[src/rtl/irq_boot_pkg.sv]
/*
  Shared constants and types for the reset, boot-mode and external interrupt block.
  Assumes a single 10 MHz clock and an active-low asynchronous block reset.
*/
package irq_boot_pkg;

  // register indices on the plain register port
  localparam logic [3:0] REG_IRQ_FLAG   = 4'h0;
  localparam logic [3:0] REG_IRQ_MASK   = 4'h1;
  localparam logic [3:0] REG_GLOBAL     = 4'h2;
  localparam logic [3:0] REG_PROCESSOR_MODE_STATUS_REG       = 4'h3;
  localparam logic [3:0] REG_PIN_STATUS = 4'h4;
  localparam logic [3:0] REG_EVT_STATUS = 4'h5;
  localparam logic [3:0] REG_EVT_MASK   = 4'h6;
  localparam logic [3:0] REG_STATE      = 4'h7;

  // reset values
  localparam logic [3:0]  IRQ_MASK_RST  = 4'h0;
  localparam logic        GLOBAL_RST    = 1'b1;
  localparam logic [2:0]  EVT_MASK_RST  = 3'h0;

  // event status bit positions
  localparam int EV_NMI  = 0;
  localparam int EV_BOOT = 1;
  localparam int EV_ACK  = 2;

  // vector table: reset vector, then one slot per source, four words apart
  localparam logic [15:0] RESET_VECTOR = 16'hff80;
  localparam logic [2:0]  VEC_IDX_NMI  = 3'h1;
  localparam logic [2:0]  VEC_IDX_EXT_IRQ0_IN = 3'h2;
  localparam int          VEC_SHIFT    = 2;

  // internal ROM occupies the upper 16K words of program space
  localparam logic [15:0] ROM_BASE = 16'hc000;

  // cycles the acknowledge stands while the vector is fetched
  localparam logic [1:0] ACK_CYCLES = 2'h2;

  typedef enum logic [1:0] {
    ST_RESET = 2'b00,
    ST_BOOT  = 2'b01,
    ST_RUN   = 2'b11,
    ST_ACK   = 2'b10
  } cpu_state_t;

  typedef struct packed {
    logic meta;
    logic stable;
  } sync_state_t;

endpackage

[src/rtl/pin_sync.sv]
/*
  Two-flip-flop synchroniser for one asynchronous pin.
  Assumes the pin may change at any time relative to ref_clk_in.
*/
`timescale 1ns/1ps
`default_nettype none
module pin_sync #(
  parameter logic RESET_VAL = 1'b1
) (
  input  wire logic ref_clk_in, // block clock
  input  wire logic nrst_in,    // async reset, active low
  input  wire logic pin_in,     // raw pin
  output logic      sync_out    // synchronised level
);

  irq_boot_pkg::sync_state_t s_q;
  irq_boot_pkg::sync_state_t s_d;

  always_comb begin
    s_d        = s_q;
    s_d.meta   = pin_in;
    s_d.stable = s_q.meta;
  end

  always_ff @(posedge ref_clk_in or negedge nrst_in) begin
    if (!nrst_in) begin
      s_q <= '{meta: RESET_VAL, stable: RESET_VAL};
    end else begin
      s_q <= s_d;
    end
  end

  assign sync_out = s_q.stable;

endmodule
`default_nettype wire

[src/rtl/prio_pick.sv]
/*
  Fixed-priority picker: the lowest-numbered request wins.
  Purely combinational; assumes N is at least two.
*/
`timescale 1ns/1ps
`default_nettype none
module prio_pick #(
  parameter int N  = 4,
  parameter int IW = 2
) (
  input  wire logic [N-1:0]  req_in,   // pending and enabled requests
  output logic               valid_out, // any request present
  output logic [IW-1:0]      idx_out    // index of the winner
);

  always_comb begin
    valid_out = 1'b0;
    idx_out   = '0;
    for (int i = N - 1; i >= 0; i--) begin
      if (req_in[i]) begin
        valid_out = 1'b1;
        idx_out   = IW'(i);
      end
    end
  end

endmodule
`default_nettype wire

[src/rtl/interrupt_reset_boot_pins.sv]
/*
  Reset, boot-mode and external interrupt logic of the DSP core as seen at its pins.
  Holds flag, mask, mode and event registers on a plain register port, sequences reset
  release to the reset vector and acknowledges accepted interrupts with the vector on
  the low address lines. Assumes all pins are asynchronous to ref_clk_in and that the
  CPU core signals on cpu_ready_in when it may take an interrupt.
*/
`timescale 1ns/1ps
`default_nettype none

// Notes on behaviour
// - acknowledge drives low while the vector is fetched, vector on low sixteen address lines
// - acknowledge pin floats whenever the output-disable pin is low
// - four maskable inputs are prioritised, gated by their mask bit and global bit
// - flag register and pin status show the four maskable inputs for polling
// - non-maskable input is taken regardless of global bit and mask register
// - non-maskable request branches to its own vector slot
// - reset pin low halts execution and re-initialises core and peripherals
// - reset pin release starts fetching at the fixed reset vector
// - rom-map pin low at reset maps internal ROM into upper 16K words
// - rom-map pin high at reset removes internal ROM from program space
// - rom-map pin is sampled only while reset is held
// - software may override the reset-chosen ROM mode through the mode register
module interrupt_reset_boot_pins (
  input  wire logic        ref_clk_in,        // 10 MHz block clock
  input  wire logic        nrst_in,           // async block reset, active low
  input  wire logic        reset_in_n,        // reset pin, active low
  input  wire logic        rom_map_select,    // rom-map select pin
  input  wire logic        ext_irq0_in,       // external interrupt 0, active low
  input  wire logic        ext_irq1_in,       // external interrupt 1, active low
  input  wire logic        ext_irq2_in,       // external interrupt 2, active low
  input  wire logic        ext_irq3_in,       // external interrupt 3, active low
  input  wire logic        nmi_n_in,          // non-maskable interrupt, active low
  input  wire logic        out_disable_n_in,  // output-disable pin, active low
  input  wire logic        cpu_ready_in,      // core may take an interrupt now
  input  wire logic [3:0]  reg_addr_in,       // register index
  input  wire logic [15:0] reg_wdata_in,      // register write data
  input  wire logic        reg_wr_in,         // write strobe
  input  wire logic        reg_rd_in,         // read strobe
  output logic      [15:0] reg_rdata_out,     // read data, cycle after strobe
  output logic             interrupt_ack_out, // acknowledge pin level, active low
  output logic             interrupt_ack_oe_out, // acknowledge pin drive enable
  output logic      [15:0] addr_out,          // low address lines during vector fetch
  output logic             addr_oe_out,       // address drive enable
  output logic             cpu_run_out,       // core may execute
  output logic             periph_init_out,   // peripherals held in initialisation
  output logic             pc_load_out,       // one-cycle program counter load
  output logic      [15:0] pc_vector_out,     // value for the program counter
  output logic             rom_mapped_out,    // internal ROM visible in program space
  output logic      [15:0] rom_base_out,      // first word of the ROM window
  output logic             irq_out            // level interrupt to the host
);

  typedef struct packed {
    irq_boot_pkg::cpu_state_t st;
    logic [3:0]  irq_flag_reg;
    logic [3:0]  irq_mask_reg;
    logic        global_irq_mask_bit;
    logic        processor_mode_status_reg;
    logic [2:0]  evt_status;
    logic [2:0]  evt_mask;
    logic [3:0]  irq_prev;
    logic        nmi_prev;
    logic        nmi_pend;
    logic [1:0]  ack_cnt;
    logic [15:0] vec;
    logic        pc_load;
    logic [15:0] rdata;
  } core_state_t;

  core_state_t s_q;
  core_state_t s_d;

  logic [7:0] raw_pins;
  logic [7:0] sync_pins;
  logic [3:0] irq_lvl_n;
  logic       nmi_lvl_n;
  logic       rs_n;
  logic       map_sel;
  logic       off_n;
  logic [3:0] irq_fall;
  logic       nmi_fall;
  logic [3:0] irq_enabled;
  logic       pick_valid;
  logic [1:0] pick_idx;
  logic       wr_flag;
  logic       wr_evt;
  logic [2:0] evt_set;
  logic       take_nmi;
  logic       take_int;

  assign raw_pins = {out_disable_n_in, rom_map_select, reset_in_n, nmi_n_in,
                     ext_irq3_in, ext_irq2_in, ext_irq1_in, ext_irq0_in};

  // every pin passes two flops before any logic looks at it
  for (genvar g = 0; g < 8; g++) begin : g_sync
    pin_sync #(
      .RESET_VAL (1'b1)
    ) u_sync (
      .ref_clk_in (ref_clk_in),
      .nrst_in    (nrst_in),
      .pin_in     (raw_pins[g]),
      .sync_out   (sync_pins[g])
    );
  end

  assign irq_lvl_n = sync_pins[3:0];
  assign nmi_lvl_n = sync_pins[4];
  assign rs_n      = sync_pins[5];
  assign map_sel   = sync_pins[6];
  assign off_n     = sync_pins[7];

  // requests are taken on the falling edge so a held-low line is not taken twice
  assign irq_fall = s_q.irq_prev & ~irq_lvl_n;
  assign nmi_fall = s_q.nmi_prev & ~nmi_lvl_n;

  assign irq_enabled = s_q.irq_flag_reg & s_q.irq_mask_reg & {4{~s_q.global_irq_mask_bit}};

  prio_pick #(
    .N  (4),
    .IW (2)
  ) u_pick (
    .req_in    (irq_enabled),
    .valid_out (pick_valid),
    .idx_out   (pick_idx)
  );

  assign wr_flag  = reg_wr_in && (reg_addr_in == irq_boot_pkg::REG_IRQ_FLAG);
  assign wr_evt   = reg_wr_in && (reg_addr_in == irq_boot_pkg::REG_EVT_STATUS);
  assign take_nmi = (s_q.st == irq_boot_pkg::ST_RUN) && cpu_ready_in && s_q.nmi_pend;
  assign take_int = (s_q.st == irq_boot_pkg::ST_RUN) && cpu_ready_in && !s_q.nmi_pend && pick_valid;

  always_comb begin
    s_d          = s_q;
    s_d.pc_load  = 1'b0;
    s_d.irq_prev = irq_lvl_n;
    s_d.nmi_prev = nmi_lvl_n;
    evt_set      = 3'h0;

    // software writes; hardware sets below take precedence over clears
    if (reg_wr_in) begin
      case (reg_addr_in)
        irq_boot_pkg::REG_IRQ_FLAG: begin
          s_d.irq_flag_reg = s_q.irq_flag_reg & ~reg_wdata_in[3:0];
        end
        irq_boot_pkg::REG_IRQ_MASK: begin
          s_d.irq_mask_reg = reg_wdata_in[3:0];
        end
        irq_boot_pkg::REG_GLOBAL: begin
          s_d.global_irq_mask_bit = reg_wdata_in[0];
        end
        irq_boot_pkg::REG_PROCESSOR_MODE_STATUS_REG: begin
          s_d.processor_mode_status_reg = reg_wdata_in[0];
        end
        irq_boot_pkg::REG_EVT_STATUS: begin
          s_d.evt_status = s_q.evt_status & ~reg_wdata_in[2:0];
        end
        irq_boot_pkg::REG_EVT_MASK: begin
          s_d.evt_mask = reg_wdata_in[2:0];
        end
        default: begin
        end
      endcase
    end

    case (s_q.st)
      irq_boot_pkg::ST_RESET: begin
        if (rs_n) begin
          s_d.st = irq_boot_pkg::ST_BOOT;
        end
      end
      irq_boot_pkg::ST_BOOT: begin
        s_d.st      = irq_boot_pkg::ST_RUN;
        s_d.pc_load = 1'b1;
        s_d.vec     = irq_boot_pkg::RESET_VECTOR;
        evt_set[irq_boot_pkg::EV_BOOT] = 1'b1;
      end
      irq_boot_pkg::ST_RUN: begin
        if (take_nmi) begin
          s_d.st       = irq_boot_pkg::ST_ACK;
          s_d.pc_load  = 1'b1;
          s_d.ack_cnt  = irq_boot_pkg::ACK_CYCLES;
          s_d.nmi_pend = 1'b0;
          s_d.vec      = irq_boot_pkg::RESET_VECTOR +
                         16'({irq_boot_pkg::VEC_IDX_NMI, 2'b00});
          evt_set[irq_boot_pkg::EV_NMI] = 1'b1;
        end else if (take_int) begin
          s_d.st                      = irq_boot_pkg::ST_ACK;
          s_d.pc_load                 = 1'b1;
          s_d.ack_cnt                 = irq_boot_pkg::ACK_CYCLES;
          s_d.irq_flag_reg[pick_idx]  = 1'b0;
          // further maskable requests wait until software reopens the global gate
          s_d.global_irq_mask_bit     = 1'b1;
          s_d.vec                     = irq_boot_pkg::RESET_VECTOR +
                                        16'({irq_boot_pkg::VEC_IDX_EXT_IRQ0_IN + {1'b0, pick_idx}, 2'b00});
        end
      end
      irq_boot_pkg::ST_ACK: begin
        s_d.ack_cnt = s_q.ack_cnt - 2'h1;
        if (s_q.ack_cnt == 2'h1) begin
          s_d.st = irq_boot_pkg::ST_RUN;
          evt_set[irq_boot_pkg::EV_ACK] = 1'b1;
        end
      end
      default: begin
        s_d.st = irq_boot_pkg::ST_RESET;
      end
    endcase

    // hardware sets after software clears, so a same-cycle event is kept
    s_d.irq_flag_reg = s_d.irq_flag_reg | irq_fall;
    if (nmi_fall) begin
      s_d.nmi_pend = 1'b1;
    end
    s_d.evt_status = s_d.evt_status | evt_set;

    // reset pin: halt, re-initialise, and capture the rom-map pin while held
    if (!rs_n) begin
      s_d.st                        = irq_boot_pkg::ST_RESET;
      s_d.irq_flag_reg              = 4'h0;
      s_d.irq_mask_reg              = irq_boot_pkg::IRQ_MASK_RST;
      s_d.global_irq_mask_bit       = irq_boot_pkg::GLOBAL_RST;
      s_d.nmi_pend                  = 1'b0;
      s_d.ack_cnt                   = 2'h0;
      s_d.processor_mode_status_reg = map_sel;
    end

    s_d.rdata = 16'h0000;
    if (reg_rd_in) begin
      case (reg_addr_in)
        irq_boot_pkg::REG_IRQ_FLAG:   s_d.rdata = {12'h000, s_q.irq_flag_reg};
        irq_boot_pkg::REG_IRQ_MASK:   s_d.rdata = {12'h000, s_q.irq_mask_reg};
        irq_boot_pkg::REG_GLOBAL:     s_d.rdata = {15'h0000, s_q.global_irq_mask_bit};
        irq_boot_pkg::REG_PROCESSOR_MODE_STATUS_REG:       s_d.rdata = {15'h0000, s_q.processor_mode_status_reg};
        irq_boot_pkg::REG_PIN_STATUS: s_d.rdata = {11'h000, ~nmi_lvl_n, ~irq_lvl_n};
        irq_boot_pkg::REG_EVT_STATUS: s_d.rdata = {13'h0000, s_q.evt_status};
        irq_boot_pkg::REG_EVT_MASK:   s_d.rdata = {13'h0000, s_q.evt_mask};
        irq_boot_pkg::REG_STATE:      s_d.rdata = {13'h0000, s_q.nmi_pend, s_q.st};
        default:                      s_d.rdata = 16'h0000;
      endcase
    end
  end

  always_ff @(posedge ref_clk_in or negedge nrst_in) begin
    if (!nrst_in) begin
      s_q <= '{st:                        irq_boot_pkg::ST_RESET,
               irq_flag_reg:              4'h0,
               irq_mask_reg:              irq_boot_pkg::IRQ_MASK_RST,
               global_irq_mask_bit:       irq_boot_pkg::GLOBAL_RST,
               processor_mode_status_reg: 1'b0,
               evt_status:                3'h0,
               evt_mask:                  irq_boot_pkg::EVT_MASK_RST,
               irq_prev:                  4'hf,
               nmi_prev:                  1'b1,
               nmi_pend:                  1'b0,
               ack_cnt:                   2'h0,
               vec:                       irq_boot_pkg::RESET_VECTOR,
               pc_load:                   1'b0,
               rdata:                     16'h0000};
    end else begin
      s_q <= s_d;
    end
  end

  assign reg_rdata_out        = s_q.rdata;
  assign interrupt_ack_out    = ~(s_q.st == irq_boot_pkg::ST_ACK);
  assign interrupt_ack_oe_out = off_n;
  assign addr_out             = s_q.vec;
  assign addr_oe_out          = (s_q.st == irq_boot_pkg::ST_ACK) && off_n;
  assign cpu_run_out          = (s_q.st == irq_boot_pkg::ST_RUN) || (s_q.st == irq_boot_pkg::ST_ACK);
  assign periph_init_out      = (s_q.st == irq_boot_pkg::ST_RESET);
  assign pc_load_out          = s_q.pc_load;
  assign pc_vector_out        = s_q.vec;
  assign rom_mapped_out       = ~s_q.processor_mode_status_reg;
  assign rom_base_out         = irq_boot_pkg::ROM_BASE;
  assign irq_out              = |(s_q.evt_status & s_q.evt_mask);

endmodule
`default_nettype wire

[config.mk]
export PLATFORM = sky130hd
export DESIGN_NAME = interrupt_reset_boot_pins
export DESIGN_NICKNAME = d
export VERILOG_FILES = /design/src/rtl/irq_boot_pkg.sv /design/src/rtl/pin_sync.sv /design/src/rtl/prio_pick.sv /design/src/rtl/interrupt_reset_boot_pins.sv
export SDC_FILE = /design/constraint.sdc
export NUM_CORES = 1
export LEC_CHECK = 0
export BUFFER_PORTS_ARGS = -buffer_cell sky130_fd_sc_hd__buf_2
export CELL_PAD_IN_SITES_DETAIL_PLACEMENT = 2
export CELL_PAD_IN_SITES_GLOBAL_PLACEMENT = 2
export CORE_MARGIN = 3
export CORE_UTILIZATION = 29
export DETAILED_ROUTE_END_ITERATION = 12
export PLACE_DENSITY_LB_ADDON = 0.1
export SETUP_SLACK_MARGIN = 0.02
export SLEW_MARGIN = 30
export SYNTH_ARGS = -nofsm -noshare
export SYNTH_HDL_FRONTEND = slang
export SYNTH_SLANG_ARGS = --single-unit
[constraint.sdc]
create_clock -name ref_clk_in -period 2.3 [get_ports ref_clk_in]
set_input_delay 0.69 -clock ref_clk_in [delete_from_list [all_inputs] [get_ports ref_clk_in]]
set_output_delay 0.69 -clock ref_clk_in [all_outputs]
set_load 0.02 [all_outputs]
==> flow_metrics.tcl, run 1 <==
set metrics [dict create \
    cp_num_buf_inv 2 \
    place_congestion 0.769 \
    post-cts-setup-buffer-count 0 \
    critical_path_class "flop to output port" \
    fin_crit_ps 2170 \
    grt_pass1_vias 2094 \
    fin_crit_sh 0.943 \
    grt_pass1_wl_mm 11.1 \
    path_depth 4 \
    drc 0 \
    crit_chain "ha_1, nor2_1, inv_1, buf_2" \
    final_cell_mix "buf_2 (57), conb_1 (35), dfrtp_1 (28)" \
    setup.worst_path.start_class "flop" \
    drive_gt1_frac 0.364 \
    finalSetupTns_ps 0 \
    pwr_density_cell_mw_per_mm2 676 \
    final-setup-viol-count 0 \
    antenna_found_initial 0 \
    drtPass1Iterations 4 \
    place_hpwl_mm 5.23 \
    worstSetupStartpoint "s_q[58]$_DFFE_PN0P_" \
    path_max_fanout 7 \
    cts_inserted_buffers 5 \
    drt-total-wl_mm 6.83 \
    rsz0062_at_grt "no" \
    track_usage 0.132 \
    ant_nets 0 \
    tritoncts "done" \
    crit_slowest_cell "dfrtp_1" \
    r2r_start "s_q[58]$_DFFE_PN0P_" \
    grt_overflow_total 0 \
    run_status "finished clean" \
    power_leakage_nw 1.42 \
    antenna_cells 0 \
    ys_ff_latch 52 \
    grt_start_max_net_pins 31 \
    finClkSkew_ps 13.9 \
    peakVddDrop_uv 237 \
    wl_met2_mm 3.37 \
    clock-sinks 52 \
    yosysWarnings 0 \
    rows 35 \
    synth.avg_cell_area_um2 10.6 \
    reg2reg_to "s_q[58]$_DFFE_PN0P_" \
    top_layer "met4" \
    mostFrequentLayoutCell "buf_2" \
    vias 1875 \
    required_ps 1610 \
    fin_nets 335 \
    start_util 0.300 \
    cpPeakStageDelay_ps 480 \
    routed_via_density 4.40 \
    ctsLongestPathBuffers 2 \
    endpoint_kind "output port" \
    syn_area_mm2 0.00277 \
    die_h_um 104 \
    critical-path-top-delay-family "flip-flops" \
    numPortBuffers 57 \
    arrival_ps 1480 \
    endpoint "cpu_run_out" \
    total_power_mw 2.03 \
    synth_cell_type_count 46 \
    hold_class "primary input to async pin" \
    clk_latency_ps 310 \
    tightest_slew_ps 554 \
    cap_violations 0 \
    max_freq_ghz 0.461 \
    syn-instance-count 261 \
    slew_viol_final 0 \
    die_area_mm2 0.0108 \
    ff2ff_setup_slack_ps 400 \
    async_reset_ff_frac 1.00 \
    yosysSeqAreaShare 0.480 \
    fill_cells 1034 \
    wl_met3_um 354 \
    synth_flop_cell "dfrtp_1" \
    reg2reg_depth 6 \
    synth-edff-count 0 \
    hold_viol 0 \
    clk_pin_slew_ps 100 \
    pin_count 105 \
    die_w_um 104 \
    clockRootBuffer "clkbuf_8" \
    wl_per_cell_um 16.0 \
    slew_headroom 0.630 \
    drt_iter0_markers 40 \
    core_area_mm2 0.00924 \
    htree_levels 2 \
    syn_to_final_growth_pct 8.31 \
    wl_met1_mm 3.05 \
]
layer usage:
layer,up-vias,global-route usage
met1,966,0.168
met4,0,0.0256
met5,-,0
met2,58,0.227
met3,4,0.0336
li1,847,-
synthesized netlist by cell type (3+ instances only):
library cell  instances  share of area
inv_1                11          0.015
a21o_1                3         0.0081
o21ai_1               4         0.0072
a22oi_1               3         0.0081
nor3_1                3         0.0054
buf_2                 4         0.0072
nand2b_1              6          0.014
dfrtp_1              29           0.26
nor2_1               19          0.026
mux4_2                3          0.024
buf_4                64           0.17
nand3_1               7          0.013
mux2i_1               9          0.033
mux2_2                5          0.020
dfstp_2              23           0.22
nand2_1              15          0.020
ha_1                  6          0.027
o21a_1                3         0.0081
a21oi_1               7          0.013
worst reg2reg max path: stages, from the launching register on:
cell and delay, ps:
dfrtp_1 500, ha_1 350, nand4bb_1 190, a21o_1 220, buf_4 180, a311oi_1 250
mux2_1 160
per-stage QoR:
stage	setup slack [ps]	area, um2	std cells	hold slack [ps]	utilization
6_report	132	3000	426	351	0.325
3_5_place_dp	305	2900	418	347	0.314
4_1_cts	88.5	3000	426	362	0.325
3_3_place_gp	307	2900	418	345	0.314
2_1_floorplan	575	2890	294	345	-
5_1_grt	26.9	3000	426	365	0.325
how the worst min path moves through the flow:
stage | start | endpoint | slack, ps
3_3_place_gp | g_sync[0].u_sync.s_d[0]$_DFF_PN1_ | g_sync[0].u_sync.sync_out$_DFF_PN1_ | 350
3_5_place_dp | g_sync[0].u_sync.s_d[0]$_DFF_PN1_ | g_sync[0].u_sync.sync_out$_DFF_PN1_ | 350
4_1_cts | nrst_in | s_q[56]$_DFF_PN0_ | 360
5_1_grt | g_sync[3].u_sync.s_d[0]$_DFF_PN1_ | g_sync[3].u_sync.sync_out$_DFF_PN1_ | 370
2_1_floorplan | g_sync[0].u_sync.s_d[0]$_DFF_PN1_ | g_sync[0].u_sync.sync_out$_DFF_PN1_ | 350
6_report | nrst_in | s_q[56]$_DFF_PN0_ | 350
logic make-up after synthesis:
logic type / after synthesis / share of synthesized area
adders and majority gates: 6 / 0.0271
buffers and inverters: 84 / 0.202
DFF: 52 / 0.480
AOI/OAI and AO/OA: 37 / 0.0958
muxes: 18 / 0.0813
and+or+nand+nor: 62 / 0.110
other: 2 / 0.00271
flip-flops by register name (all words and copies together), names as in the netlist:
signal                  cells
reg_rdata_out               5
g_sync.u_sync.s_d           8
g_sync.u_sync.sync_out      8
s_q                        26
addr_out                    4
pc_load_out                 1
repair_timing:
item,4_1_cts,5_1_grt
hold buffers,0,0
endpoints found under the setup margin,1,0
gates resized for setup,1,0
report_power, final:
group | internal (mW) | total (mW) | switching [mW]
Combinational | 0.148 | 0.398 | 0.250
Clock | 0.246 | 0.558 | 0.313
Sequential | 1.00 | 1.07 | 0.0666
Total | 1.40 | 2.03 | 0.630
final cells by class:
type                       count  area [um2]  share of cell area
clock inverter                 1        7.51             0.00250
sequential                    52        1330               0.444
clock buffer                   7        86.3              0.0288
multi-input combinational    158        1000               0.334
tap                          129         161              0.0538
timing repair buffer          65         358               0.119
inverter                      14        52.6              0.0175
No activity file was read; power rests on OpenSTA's default activity.
==> run 2, diff against run 1 <==
--- a/config.mk
+++ b/config.mk
@@ -9,11 +9,12 @@
 export CELL_PAD_IN_SITES_DETAIL_PLACEMENT = 2
 export CELL_PAD_IN_SITES_GLOBAL_PLACEMENT = 2
 export CORE_MARGIN = 3
-export CORE_UTILIZATION = 29
+export CORE_UTILIZATION = 30
 export DETAILED_ROUTE_END_ITERATION = 12
 export PLACE_DENSITY_LB_ADDON = 0.1
 export SETUP_SLACK_MARGIN = 0.02
 export SLEW_MARGIN = 30
 export SYNTH_ARGS = -nofsm -noshare
 export SYNTH_HDL_FRONTEND = slang
+export SYNTH_HIERARCHICAL = 1
 export SYNTH_SLANG_ARGS = --single-unit
==> flow_metrics.tcl, run 2 <==
set metrics [dict create \
    hold_buffers 0 \
    grt_pass1_wl_mm 11.0 \
    slew_viol_final 0 \
    crit_slowest_cell "dfrtp_2" \
    drt_iter0_markers 41 \
    required_ps 1610 \
    finClkSkew_ps 14.4 \
    fin_nets 339 \
    place_hpwl_mm 5.38 \
    cts_inserted_buffers 5 \
    yosysWarnings 6 \
    synth_cell_type_count 53 \
    arrival_ps 1500 \
    clockRootBuffer "clkbuf_8" \
    routed_via_density 4.53 \
    final_util 0.343 \
    synth.most_common_cell "buf_4" \
    total_power_mw 2.18 \
    syn_to_final_growth_pct 8.27 \
    yosys-top-cells-area "dfrtp_1 (26%), dfstp_2 (21%), buf_4 (17%), ha_1 (2.6%), inv_1 (2.5%)" \
    vias 1933 \
    synth.avg_cell_area_um2 10.7 \
    fin_cells 427 \
    place_area_mm2 0.00295 \
    die_w_um 103 \
    dp.cells 416 \
    antenna_cells 0 \
    drive_gt1_frac 0.372 \
    endpoint_kind "output port" \
    yosysSeqAreaShare 0.467 \
    synth_area_leader_cell "dfrtp_1" \
    holdWs_ps 317 \
    largest_register_ffs 26 \
    drtPass1Iterations 6 \
    design_area_mm2 0.00308 \
    tritoncts "done" \
    finalSetupTns_ps 0 \
    clk_pin_slew_ps 100 \
    ys_ff_latch 52 \
    drc 0 \
    run_status "finished clean" \
    htree_levels 2 \
    wl_per_cell_um 16.4 \
    peakVddDrop_uv 298 \
    track_usage 0.135 \
    hold_viol 0 \
    core_area_mm2 0.00898 \
    critical_path_class "flop to output port" \
    die_h_um 103 \
    clk_latency_ps 320 \
    mostFrequentLayoutCell "buf_2" \
    start_util 0.317 \
    power_leakage_nw 1.45 \
    dp_slack_ps 227 \
    final-setup-viol-count 0 \
    hold_class "primary input to async pin" \
    pwr_density_cell_mw_per_mm2 708 \
    async_reset_ff_frac 1.00 \
    ys_top_cells_by_count "buf_4 (64), dfrtp_1 (29), dfstp_2 (23)" \
    final_cell_mix "buf_2 (57), conb_1 (35), dfrtp_1 (28)" \
    crit_chain "ha_2, or2_2, buf_2" \
    rsz0062_at_grt "no" \
    cpPeakStageDelay_ps 470 \
    ctsLongestPathBuffers 2 \
    max_freq_ghz 0.456 \
    setup_slack_ps 107 \
    path_max_fanout 9 \
    drt-total-wl_mm 6.99 \
    die_area_mm2 0.0107 \
    pin_count 105 \
    synth-edff-count 0 \
    antenna_found_initial 0 \
    ant_nets 0 \
    setup.worst_path.start_class "flop" \
    synth_top_area_share 0.255 \
    fin_crit_ps 2190 \
    syn-instance-count 266 \
    numPortBuffers 57 \
    place_congestion 0.773 \
    cap_violations 0 \
    grt_pass1_vias 2025 \
    grt_overflow_total 0 \
    synth_flop_cell "dfrtp_1" \
    rows 34 \
    grt_start_max_net_pins 35 \
    syn_area_mm2 0.00285 \
    clock-sinks 52 \
    fin_crit_sh 0.953 \
    regMostFlops "s_q" \
]
-- run 2: final timing paths --
path | cells after the start | slack [ps] | startpoint | end
setup / recovery | 3 | 110 | s_q[58]$_DFFE_PN0P_ | cpu_run_out
hold / removal | 1 | 320 | nrst_in | reg_rdata_out[0]$_DFF_PN0_
setup reg to reg | 6 | 290 | s_q[48]$_DFF_PN1_ | s_q[56]$_DFF_PN0_
hold reg to reg | 0 | 360 | g_sync[1].u_sync/s_d[0]$_DFF_PN1_ | g_sync[1].u_sync/sync_out$_DFF_PN1_
max in group asynchronous | 2 | 1370 | nrst_in | g_sync[7].u_sync/s_d[0]$_DFF_PN1_
min in group ref_clk_in | 0 | 360 | g_sync[1].u_sync/s_d[0]$_DFF_PN1_ | g_sync[1].u_sync/sync_out$_DFF_PN1_
-- run 2: repair_timing --
action,4_1_cts,5_1_grt
endpoints found under the hold margin,0,0
endpoints found under the setup margin,1,1
gates cloned,0,0
setup buffers,1,2
resized for setup,2,3
-- run 2: cell type report --
cell class,count,area [um2]
fill,1003,5900
sequential,52,1330
multi-input combinational,157,1070
timing repair buffer,64,350
tap,126,158
inverter,20,75.1
clock buffer,5,68.8
clock inverter,3,27.5
-- run 2: where the power goes --
group	internal (mW)	switching [mW]	leakage (nW)	total, mW
clock network	0.224	0.336	0.0463	0.560
registers	1.01	0.0666	0.621	1.08
logic	0.212	0.331	0.788	0.542
-- run 2: cells by family after synthesis --
kind of cell	after synthesis	synth area share
AND/OR/NAND/NOR	55	0.115
other	2	0.00264
flip-flops	52	0.467
AO/OA/AOI/OAI	50	0.129
adder cells (fa/ha/maj)	6	0.0264
multiplexers	11	0.0536
buffers and inverters	90	0.205
-- run 2: per-layer routing --
metal	GRT usage	part of all wire	vias up
li1	-	-	885
met4	0.0359	0.010	0
met5	0	0	-
met3	0.0262	0.038	8
met2	0.226	0.51	44
met1	0.180	0.44	996
-- run 2: critical path: cells and delay by family (launching register included) --
family | cells | cell delay (ps)
buffers and inverters | 1 | 160
flip-flops | 1 | 470
AND/OR/NAND/NOR | 1 | 300
adder cells (fa/ha/maj) | 1 | 250
